[src/logic/ita_pkg.sv]
// Purpose: Shared constants and types of the I2C target config block
// Assumes: 100 MHz clock_i, synchronous active-high sys_rst_i
// Notes: Addresses are 11 bits, block address bits on top
package ita_pkg;
  localparam int CLK_MHZ = 100;
  localparam logic [10:0] ADDR_DUTY_LO = 11'h0C5;
  localparam logic [10:0] ADDR_DUTY_HI = 11'h0C6;
  localparam logic [10:0] ADDR_VIN = 11'h0F4;
  localparam logic [7:0] DUTY_LO_RST = 8'h65;
  localparam logic [7:0] DUTY_HI_RST = 8'h65;
  localparam logic [1:0] VIN_RST = 2'h0;
  localparam logic [7:0] UNMAPPED_RD = 8'h00;
  localparam int VIN_OUTPUT_STATE_ZERO_BIT = 0;
  localparam int VIN_OUTPUT_STATE_ONE_BIT = 1;
  localparam int CB_RW_BIT = 0;
  localparam int CB_BLK_LSB = 1;
  localparam int CB_BLK_MSB = 3;
  localparam int CB_CODE_LSB = 4;
  localparam int CB_CODE_MSB = 7;
  localparam logic [3:0] BYTE_BITS = 4'h8;
  localparam logic [3:0] LAST_BIT = 4'h7;
  localparam logic [1:0] BUS_IDLE = 2'h3;

  typedef enum logic [3:0] {
    ST_IDLE = 4'h0,
    ST_CTRL = 4'h1,
    ST_CTRL_ACK = 4'h3,
    ST_WADDR = 4'h2,
    ST_WADDR_ACK = 4'h6,
    ST_WDATA = 4'h7,
    ST_WDATA_ACK = 4'h5,
    ST_RDATA = 4'h4,
    ST_RDATA_ACK = 4'hC,
    ST_IGNORE = 4'hD
  } ita_state_e;

  typedef enum logic [1:0] {
    SEL_NONE = 2'h0,
    SEL_DUTY_LO = 2'h1,
    SEL_DUTY_HI = 2'h2,
    SEL_VIN = 2'h3
  } ita_sel_e;

  typedef struct packed {
    logic [7:0] duty_lo;
    logic [7:0] duty_hi;
    logic [1:0] vin;
  } ita_regs_s;

  typedef struct packed {
    ita_state_e state;
    logic [3:0] cnt;
    logic [7:0] shift;
    logic [10:0] addr;
    logic rw;
    logic nack;
    logic drive;
    logic scl_q;
    logic sda_q;
    ita_regs_s regs;
  } ita_core_s;

  localparam ita_core_s CORE_RST = '{
    state: ST_IDLE, cnt: 4'h0, shift: 8'h00, addr: 11'h000, rw: 1'b0,
    nack: 1'b0, drive: 1'b0, scl_q: 1'b1, sda_q: 1'b1,
    regs: '{duty_lo: DUTY_LO_RST, duty_hi: DUTY_HI_RST, vin: VIN_RST}};

  typedef struct packed {
    logic [1:0] stg1;
    logic [1:0] stg2;
  } ita_sync_s;

  localparam ita_sync_s SYNC_RST = '{stg1: BUS_IDLE, stg2: BUS_IDLE};
endpackage

[src/logic/ita_top.sv]
// Purpose: I2C target giving access to virtual inputs and PWM duty bytes
// Assumes: SCL well below clock_i/8, open-drain SDA resolved outside
// Notes: Only block 0 holds registers; other addresses read as zero
module ita_top (
  // Clock and reset
  input wire logic clock_i,
  input wire logic sys_rst_i,
  // Configuration
  input wire logic [3:0] ctrl_code_i,
  // I2C pins
  input wire logic scl_i,
  input wire logic sda_i,
  output logic sda_o,
  output logic sda_oe_n_o,
  // Controlled outputs
  output logic output_state_zero_o,
  output logic output_state_one_o,
  output logic switched_output_en_o,
  output logic [15:0] pwm_duty_o
);
  import ita_pkg::*;

  ita_core_s st_ff;
  ita_core_s nxt_st;
  logic [1:0] pins_s;
  logic scl_s;
  logic sda_s;
  logic scl_rise;
  logic scl_fall;
  logic bus_start;
  logic bus_stop;
  logic byte_done;
  logic code_ok;
  logic wr_commit;
  logic [7:0] rd_byte;

  ita_sync u_sync (
    .clock_i(clock_i),
    .sys_rst_i(sys_rst_i),
    .pin_i({scl_i, sda_i}),
    .pin_sync_o(pins_s)
  );

  function automatic ita_sel_e addr_sel(input logic [10:0] a);
    if (a == ADDR_DUTY_LO) begin
      return SEL_DUTY_LO;
    end else if (a == ADDR_DUTY_HI) begin
      return SEL_DUTY_HI;
    end else if (a == ADDR_VIN) begin
      return SEL_VIN;
    end else begin
      return SEL_NONE;
    end
  endfunction

  function automatic logic [7:0] read_byte(input logic [10:0] a,
                                           input ita_regs_s r);
    case (addr_sel(a))
      SEL_DUTY_LO: return r.duty_lo;
      SEL_DUTY_HI: return r.duty_hi;
      SEL_VIN: return {6'h00, r.vin};
      default: return UNMAPPED_RD;
    endcase
  endfunction

  assign scl_s = pins_s[1];
  assign sda_s = pins_s[0];
  assign scl_rise = scl_s & ~st_ff.scl_q;
  assign scl_fall = ~scl_s & st_ff.scl_q;
  // SDA moves only while SCL is high for start and stop
  assign bus_start = scl_s & st_ff.scl_q & st_ff.sda_q & ~sda_s;
  assign bus_stop = scl_s & st_ff.scl_q & ~st_ff.sda_q & sda_s;
  assign byte_done = scl_fall & (st_ff.cnt == BYTE_BITS);
  assign code_ok = st_ff.shift[CB_CODE_MSB:CB_CODE_LSB] == ctrl_code_i;
  assign wr_commit = (st_ff.state == ST_WDATA) & byte_done;
  assign rd_byte = read_byte(st_ff.addr, st_ff.regs);

  always_comb begin
    nxt_st = st_ff;
    nxt_st.scl_q = scl_s;
    nxt_st.sda_q = sda_s;
    if (bus_start) begin
      // Address stays loaded for the read that follows
      nxt_st.state = ST_CTRL;
      nxt_st.cnt = 4'h0;
      nxt_st.drive = 1'b0;
    end else if (bus_stop) begin
      nxt_st.state = ST_IDLE;
      nxt_st.drive = 1'b0;
    end else begin
      case (st_ff.state)
        ST_CTRL, ST_WADDR, ST_WDATA: begin
          if (scl_rise && st_ff.cnt != BYTE_BITS) begin
            nxt_st.shift = {st_ff.shift[6:0], sda_s};
            nxt_st.cnt = st_ff.cnt + 4'h1;
          end
          if (byte_done) begin
            nxt_st.cnt = 4'h0;
            nxt_st.drive = 1'b1;
            if (st_ff.state == ST_CTRL) begin
              if (code_ok) begin
                nxt_st.state = ST_CTRL_ACK;
                nxt_st.rw = st_ff.shift[CB_RW_BIT];
                nxt_st.addr[10:8] =
                  st_ff.shift[CB_BLK_MSB:CB_BLK_LSB];
              end else begin
                nxt_st.state = ST_IGNORE;
                nxt_st.drive = 1'b0;
              end
            end else if (st_ff.state == ST_WADDR) begin
              nxt_st.state = ST_WADDR_ACK;
              nxt_st.addr[7:0] = st_ff.shift;
            end else begin
              nxt_st.state = ST_WDATA_ACK;
              // Successive bytes land at successive addresses
              nxt_st.addr = st_ff.addr + 11'h001;
              case (addr_sel(st_ff.addr))
                SEL_DUTY_LO: nxt_st.regs.duty_lo = st_ff.shift;
                SEL_DUTY_HI: nxt_st.regs.duty_hi = st_ff.shift;
                SEL_VIN: begin
                  nxt_st.regs.vin = st_ff.shift[1:0];
                end
                default: nxt_st.regs = st_ff.regs;
              endcase
            end
          end
        end
        ST_CTRL_ACK: begin
          if (scl_fall) begin
            nxt_st.cnt = 4'h0;
            if (st_ff.rw) begin
              nxt_st.state = ST_RDATA;
              nxt_st.shift = rd_byte;
              nxt_st.drive = ~rd_byte[7];
            end else begin
              nxt_st.state = ST_WADDR;
              nxt_st.drive = 1'b0;
            end
          end
        end
        ST_WADDR_ACK, ST_WDATA_ACK: begin
          if (scl_fall) begin
            nxt_st.state = ST_WDATA;
            nxt_st.drive = 1'b0;
          end
        end
        ST_RDATA: begin
          if (scl_fall) begin
            if (st_ff.cnt == LAST_BIT) begin
              nxt_st.state = ST_RDATA_ACK;
              nxt_st.drive = 1'b0;
              nxt_st.addr = st_ff.addr + 11'h001;
            end else begin
              nxt_st.shift = {st_ff.shift[6:0], 1'b0};
              nxt_st.drive = ~st_ff.shift[6];
              nxt_st.cnt = st_ff.cnt + 4'h1;
            end
          end
        end
        ST_RDATA_ACK: begin
          if (scl_rise) begin
            nxt_st.nack = sda_s;
          end
          if (scl_fall) begin
            // A nack from the master ends the read until the next start
            if (st_ff.nack) begin
              nxt_st.state = ST_IGNORE;
            end else begin
              nxt_st.state = ST_RDATA;
              nxt_st.cnt = 4'h0;
              nxt_st.shift = rd_byte;
              nxt_st.drive = ~rd_byte[7];
            end
          end
        end
        default: begin
          nxt_st.drive = 1'b0;
        end
      endcase
    end
  end

  always_ff @(posedge clock_i) begin
    if (sys_rst_i) begin
      st_ff <= CORE_RST;
    end else begin
      st_ff <= nxt_st;
    end
  end

  assign sda_o = 1'b0;
  assign sda_oe_n_o = ~st_ff.drive;
  assign output_state_zero_o = st_ff.regs.vin[VIN_OUTPUT_STATE_ZERO_BIT];
  assign output_state_one_o = st_ff.regs.vin[VIN_OUTPUT_STATE_ONE_BIT];
  assign switched_output_en_o = ~st_ff.regs.vin[VIN_OUTPUT_STATE_ONE_BIT];
  assign pwm_duty_o = {st_ff.regs.duty_hi, st_ff.regs.duty_lo};
endmodule

[src/logic/ita_sync.sv]
// Purpose: Two-stage synchroniser for the SCL and SDA pins
// Assumes: Pins are asynchronous to clock_i
// Notes: Resets to the idle-high bus level
module ita_sync (
  // Clock and reset
  input wire logic clock_i,
  input wire logic sys_rst_i,
  // Pins in, synced out
  input wire logic [1:0] pin_i,
  output logic [1:0] pin_sync_o
);
  import ita_pkg::*;

  ita_sync_s st_ff;
  ita_sync_s nxt_st;

  always_comb begin
    nxt_st = st_ff;
    nxt_st.stg1 = pin_i;
    nxt_st.stg2 = st_ff.stg1;
  end

  always_ff @(posedge clock_i) begin
    if (sys_rst_i) begin
      st_ff <= SYNC_RST;
    end else begin
      st_ff <= nxt_st;
    end
  end

  assign pin_sync_o = st_ff.stg2;
endmodule

[config.mk]
export PLATFORM = sky130hd
export DESIGN_NAME = ita_top
export DESIGN_NICKNAME = d
export VERILOG_FILES = /design/src/logic/ita_pkg.sv /design/src/logic/ita_top.sv /design/src/logic/ita_sync.sv
export SDC_FILE = /design/constraint.sdc
export NUM_CORES = 1
export LEC_CHECK = 0
export BUFFER_PORTS_ARGS = -buffer_cell sky130_fd_sc_hd__buf_4
export CAP_MARGIN = 5
export CORE_MARGIN = 3
export CORE_UTILIZATION = 50
export DETAILED_ROUTE_END_ITERATION = 12
export PLACE_DENSITY = 0.71
export SETUP_SLACK_MARGIN = 0.1
export SYNTH_ARGS = -nofsm -noshare
export SYNTH_HDL_FRONTEND = slang
export SYNTH_SLANG_ARGS = --single-unit
[constraint.sdc]
create_clock -name clock_i -period 1.85 [get_ports clock_i]
set_clock_uncertainty 0.15 [all_clocks]
set_input_delay 0.185 -clock clock_i [delete_from_list [all_inputs] [get_ports clock_i]]
set_output_delay 0.185 -clock clock_i [all_outputs]
set_load 0.02 [all_outputs]
==> impl_metrics.toml, run 1 <==
[critical_path]
crit_path_max_fanout = 8
critical_path_arrival_ns = 2.21
critical_register_to_register_path_startpoint = "st_ff[48]"
setup_crit_start = "st_ff[48]"
crit_path_end_kind = "flop"
criticalPathCategory = "reg -> reg"
crit_required_ns = 1.94
crit_path_start_kind = "flop"

[logic_synthesis]
ys_ff_latch = 54
async_set_or_reset_register_ratio_after_synthesis_pct = 0
synth_flop_cell = "sky130_fd_sc_hd__dfxtp_1"
yosys.cell_types.count = 71
synth-edff-count = 0
syn_inst = 439
synth-seq-area-share_pct = 30.0
synth.net_count = 453
synthesis.yosys.warnings = 0
syn-cell-area_sq_um = 3600
syn_avg_cell_area_sq_um = 8.21

[routing]
ant_nets = 0
routed_len_inst_um = 19.8
route.final.wire_length_mm = 12.6
detailroute.via_count = 3962
dr.first_iter.drc_count = 284
detail_route.vias_per_cell = 6.25
route.detailed.drc = 0
firstDrtPassIters = 6

[grt]
grt_antenna_before_repair = 0
grt_util_all_layers_pct = 28.7
gr-total-overflow = 0
first_global_vias = 3869
global_route_wire_length_before_repair_mm = 19.3
grt_max_degree = 37

[timing]
post_route_fraction_of_the_period_consumed_by_the_critical_path_pct = 114
setup_viol = 44
final.setup.tns_ns = -6.32
tightestPinTransition_ns = 0.608
worst_slew_margin_rel_pct = 59.1
rsz0062_at_grt = "yes"
fmax_mhz = 473
setup_ws_ns = -0.266
number_of_hold_violations_in_the_final_report = 0
slew_viol_final = 0
period_minus_slack_ns = 2.12

[clocking]
h-tree-depth = 2
clkLatencyLatePin_ns = 0.33
cts_buf_count = 5
clock_sink_count = 54
clock-root-buffer = "sky130_fd_sc_hd__clkbuf_8"
tritoncts = "done"
cts-root-to-sink-buffers = 2
cts.reportedPaths.clkPinSlew_ns = 0.11

[layout]
area_delta_synth_final_pct = 46.9
nNetsFinal = 551
drive_gt1_share_pct = 50.0
nFillCells = 461
antenna_cells_inserted = 0

[placed_design]
port-buffer-count = 27
dp_hpwl_mm = 7.91
globalplace.congestion = 0.911

[hold_path]
min-delay-path-class = "in -> reg"
holdCritStartpoint = "sys_rst_i"

[die]
die_area_sq_um = 8260
floorplan.rows = 30
floorplan.initialDensity_pct = 52.2
core_region_area_sq_um = 6910
die_h_um = 90.9
die_w_um = 90.9
ioPinCount = 29

[job]
maxCapViolations = 0

[outcome]
violations_in_the_final_reports = "negative setup slack"
run_status = "finished, violations left"

[power]
power-per-cell-area_nw_per_um2 = 643
max-vdd-ir-drop_mv = 0.347
leakagePower_uw = 0.00214
fin_total_pwr_uw = 3400
## sequential cells by signal, indices dropped and copies added, names as in the netlist
name,flops
output_state_one_o,1
u_sync.pin_sync_o,2
u_sync.nxt_st,2
st_ff,32
pwm_duty_o,16
output_state_zero_o,1
## per-layer routing
metal / wire length [um] / vias to the layer above / share of wire, % / global-route usage, %
met4: 641 / 0 / 5.1 / 14.7
met1: 4910 / 1861 / 39 / 34.9
met2: 6050 / 233 / 48 / 47.5
met3: 960 / 72 / 7.6 / 6.33
li1: - / 1796 / - / -
met5: 0 / - / 0 / 0
## layout by cell type, fill, tap and decap left out, types with 4 or more instances in the layout
cell type	Yosys	final
sky130_fd_sc_hd__dfxtp_2	0	4
sky130_fd_sc_hd__nor2b_1	5	4
sky130_fd_sc_hd__inv_1	11	9
sky130_fd_sc_hd__dfxtp_4	0	6
sky130_fd_sc_hd__nand4_1	4	4
sky130_fd_sc_hd__o21ai_0	33	22
sky130_fd_sc_hd__o211ai_1	5	5
sky130_fd_sc_hd__o2111ai_1	6	4
sky130_fd_sc_hd__nand2_1	44	38
sky130_fd_sc_hd__or2_2	6	6
sky130_fd_sc_hd__dfxtp_1	54	44
sky130_fd_sc_hd__a22oi_2	0	7
sky130_fd_sc_hd__nand3_1	14	13
sky130_fd_sc_hd__nor3_2	2	4
sky130_fd_sc_hd__buf_6	1	15
sky130_fd_sc_hd__nand2_2	0	4
sky130_fd_sc_hd__a21oi_2	1	11
sky130_fd_sc_hd__mux2i_1	20	19
sky130_fd_sc_hd__xnor2_1	7	6
sky130_fd_sc_hd__nor2_1	29	26
sky130_fd_sc_hd__o21ai_1	0	8
sky130_fd_sc_hd__ha_1	6	4
sky130_fd_sc_hd__a211oi_2	9	17
sky130_fd_sc_hd__buf_4	21	117
sky130_fd_sc_hd__a21oi_1	33	20
sky130_fd_sc_hd__nand2b_1	6	5
sky130_fd_sc_hd__clkbuf_8	0	5
## worst max-delay path, cell delays in order (launching register included)
cell and delay [ns]:
sky130_fd_sc_hd__dfxtp_4 0.41, sky130_fd_sc_hd__or3b_4 0.42, sky130_fd_sc_hd__buf_4 0.15, sky130_fd_sc_hd__a211oi_2 0.48, sky130_fd_sc_hd__nand2_1 0.16, sky130_fd_sc_hd__o32ai_2 0.27
## final cells by class
| type | count | area, sq um | share of cell area, % |
|---|---|---|---|
| clock buffer | 5 | 68.8 | 1.30 |
| clock inverter | 3 | 28.8 | 0.543 |
| inverter | 12 | 47.5 | 0.898 |
| multi-input combinational | 327 | 2800 | 52.9 |
| sequential | 54 | 1110 | 20.9 |
| tap | 96 | 120 | 2.27 |
| timing repair buffer | 137 | 1120 | 21.2 |
## synthesized netlist by cell type (all sizes together), types with 7 or more instances
cell	number	share of area, %
xnor2	7	1.7
buf	31	5.9
dfxtp	54	30
clkbuf	15	1.6
a21oi	34	4.8
nand3	15	2.2
nor3	10	1.7
mux2i	20	5.6
a22oi	7	1.5
nor2	29	3.0
nand2	44	4.6
o21ai	35	5.3
a211oi	18	5.0
inv	12	1.2
## through the flow
step	util [%]	setup WS, ns	hold slack (ns)	instances	instance area [sq um]
final	76.7	-0.266	0.0719	634	5300
after global routing	76.7	-0.296	0.0715	634	5300
after CTS	72.3	-0.157	0.0479	628	4990
after detailed placement	64.7	-0.369	0.222	610	4470
after global placement	64.7	-0.360	0.219	610	4470
after floorplan	-	-0.183	0.139	439	3710
## kinds of logic after synthesis
kind of cell | share of synthesized area (%)
other | 0.104
and+or+nand+nor | 23.5
xor gates and xnor gates | 2.88
DFF | 30.0
buffers and inverters | 8.75
muxes | 5.55
AOI/OAI and AO/OA | 27.1
adders and majority gates | 2.08
## path summary, 6_finish.rpt
kind | to | slack (ns) | cells past startpoint
max | st_ff[31] | -0.27 | 5
min | st_ff[19] | 0.07 | 3
max reg2reg | st_ff[31] | -0.27 | 5
min reg2reg | u_sync.pin_sync_o[0] | 0.27 | 1
## power by group
group	switching, uW	leakage (uW)	total [uW]	internal, uW
registers	110	0.000444	1340	1230
clock network	449	0.0000502	731	282
logic	738	0.00165	1340	599
## timing repair
| action | in CTS | in global routing |
|---|---|---|
| pin swaps | 35 | 30 |
| hold buffers | 2 | 0 |
| resized for setup | 87 | 56 |
| endpoints found under the setup margin | 46 | 46 |
| cloned | 1 | 0 |
| endpoints found under the hold margin | 2 | 0 |
| setup buffers | 8 | 6 |
Note: power is estimated with default switching activity, not from simulation.
==> run 2, diff against run 1 <==
--- a/config.mk
+++ b/config.mk
@@ -9,8 +9,9 @@
 export CAP_MARGIN = 5
 export CORE_MARGIN = 3
 export CORE_UTILIZATION = 50
+export CTS_CLUSTER_DIAMETER = 60
 export DETAILED_ROUTE_END_ITERATION = 12
-export PLACE_DENSITY = 0.71
+export PLACE_DENSITY = 0.68
 export SETUP_SLACK_MARGIN = 0.1
 export SYNTH_ARGS = -nofsm -noshare
 export SYNTH_HDL_FRONTEND = slang
==> constraint.sdc (replaced) <==
create_clock -name clock_i -period 2.5 [get_ports clock_i]
set_clock_uncertainty 0.15 [all_clocks]
set_input_delay 0.25 -clock clock_i [delete_from_list [all_inputs] [get_ports clock_i]]
set_output_delay 0.25 -clock clock_i [all_outputs]
set_load 0.02 [all_outputs]
==> impl_metrics.toml, run 2 (synthesis gave the netlist of run 1 again) <==
[power]
sw_frac_of_total_pct = 35.7
fin_total_pwr_uw = 2100
power.share.clock_pct = 25.5
leakagePower_uw = 0.00154
sequentialPowerShare_pct = 48.0
switching_power_uw = 751
max-vdd-ir-drop_mv = 0.225
power-per-cell-area_nw_per_um2 = 528
internal-power_uw = 1350
power.combinational.fraction_pct = 26.6

[placed_design]
dpl-instance-area_sq_um = 3830
port-buffer-count = 27
globalplace.congestion = 0.929
dp_hpwl_mm = 6.88

[grt]
grt_antenna_before_repair = 0
gr-total-overflow = 0
first_global_vias = 3128
grt_util_all_layers_pct = 22.6
global_route_wire_length_before_repair_mm = 15.5
grt_max_degree = 39

[hold_path]
min-delay-path-class = "in -> reg"

[die]
die_h_um = 90.9
floorplan.rows = 30
core_region_area_sq_um = 6910
die_area_sq_um = 8260
floorplan.initialDensity_pct = 52.2
die_w_um = 90.9
ioPinCount = 29

[layout]
mostFrequentLayoutCell = "sky130_fd_sc_hd__dfxtp_1"
nNetsFinal = 467
max_flop_register = "st_ff"
register_area_sq_um = 1080
nFillCells = 665
final_cell_area_sq_um = 3980
layout.cells.most_common_list = "sky130_fd_sc_hd__dfxtp_1, sky130_fd_sc_hd__buf_4, sky130_fd_sc_hd__nand2_1"
largest_register_ffs = 32
multi_input_area_sq_um = 2230
drive_gt1_share_pct = 20.7
antenna_cells_inserted = 0
area_delta_synth_final_pct = 10.4
postLayoutCoreUtil_pct = 57.6

[routing]
dr_wl_met2_mm = 4.27
uppermost_metal_layer_occupied_by_signal_nets = "met4"
dr.first_iter.drc_count = 303
detailroute.via_count = 3339
routed_length_on_met1_mm = 4.22
detail_route.vias_per_cell = 6.07
route.final.wire_length_mm = 9.22
routed_len_inst_um = 16.8
route.detailed.drc = 0
ant_nets = 0
met3RoutedLength_um = 569
firstDrtPassIters = 5

[timing]
tightestPinTransition_ns = 0.694
final.setup.tns_ns = 0
post_route_fraction_of_the_period_consumed_by_the_critical_path_pct = 96.6
rsz0062_at_grt = "yes"
number_of_hold_violations_in_the_final_report = 0
period_minus_slack_ns = 2.42
slew_viol_final = 0
fmax_mhz = 414
worst_slew_margin_rel_pct = 53.0
setup_viol = 0
final.hold.worst_slack_ns = 0.190

[clocking]
clock-root-buffer = "sky130_fd_sc_hd__clkbuf_8"
clock_sink_count = 54
cts.reportedPaths.clkPinSlew_ns = 0.11
cts_buf_count = 5
h-tree-depth = 2
tritoncts = "done"
cts-root-to-sink-buffers = 2
clkLatencyLatePin_ns = 0.32

[critical_path]
crit_required_ns = 2.56
crit_path_max_fanout = 8
critical_path_arrival_ns = 2.48
crit_path_start_kind = "flop"
criticalPathCategory = "reg -> reg"
crit_path_end_kind = "flop"

[job]
maxCapViolations = 0

[outcome]
run_status = "completed"
==> run 2: cell types whose count changed in the layout (fill, tap and decap cells not counted), moves of 7 or more <==
cell                       change
sky130_fd_sc_hd__dfxtp_1       +8
sky130_fd_sc_hd__a211oi_1      +9
sky130_fd_sc_hd__o21ai_1       -7
sky130_fd_sc_hd__a211oi_2      -8
sky130_fd_sc_hd__a21oi_2      -10
sky130_fd_sc_hd__o21ai_0      +10
sky130_fd_sc_hd__a22oi_1       +7
sky130_fd_sc_hd__buf_4        -66
sky130_fd_sc_hd__a22oi_2       -7
sky130_fd_sc_hd__buf_6        -15
sky130_fd_sc_hd__a21oi_1      +13
==> run 2: layout make-up <==
| class | count | share of cell area (%) |
|---|---|---|
| sequential | 54 | 27.2 |
| multi-input combinational | 327 | 56.1 |
| inverter | 12 | 1.13 |
| tap | 96 | 3.02 |
| clock buffer | 5 | 1.73 |
| clock inverter | 3 | 0.723 |
| timing repair buffer | 53 | 10.1 |
==> run 2: layer usage <==
metal,vias to the layer above,GRT usage (%)
met5,-,0
met4,0,6.16
met3,20,3.75
met2,117,36.8
met1,1572,30.9
li1,1630,-
==> run 2: power groups by stage <==
stage / clock, uW / combinational, uW / sequential [uW]
floorplan: 0 / 458 / 970
global placement: 0 / 529 / 1020
detailed placement: 0 / 539 / 1020
CTS: 544 / 545 / 1000
global route: 577 / 611 / 1020
finish: 535 / 558 / 1010
==> run 2: timing repair <==
action	CTS	global route
pin swaps	0	1
gates cloned	0	0
gates resized for setup	1	7
endpoints found under the hold margin	2	0
hold buffers	2	0
buffers inserted	0	1
endpoints found under the setup margin	10	31
==> run 2: worst paths after layout <==
path | start | to | slack [ns] | depth (start not counted)
min reg2reg | u_sync.nxt_st[0] | u_sync.pin_sync_o[0] | 0.27 | 1
min | sys_rst_i | pwm_duty_o[9] | 0.19 | 2
max reg2reg | st_ff[25] | st_ff[20] | 0.08 | 6
max | st_ff[25] | st_ff[20] | 0.08 | 6
==> run 2: worst max-delay path: stages (launching register included) <==
cell                        delay, ns
sky130_fd_sc_hd__dfxtp_1         0.47
sky130_fd_sc_hd__or4b_1          0.61
sky130_fd_sc_hd__a2111oi_1       0.45
sky130_fd_sc_hd__buf_4           0.20
sky130_fd_sc_hd__a21oi_1         0.04
sky130_fd_sc_hd__nor3_1          0.29
sky130_fd_sc_hd__o41ai_1         0.09
==> run 2: per-stage QoR <==
step,instances,worst slack (ns)
after global placement,539,0.112
after global routing,550,0.0145
after CTS,549,0.119
after detailed placement,539,0.0502
final,550,0.0840
after floorplan,439,0.455
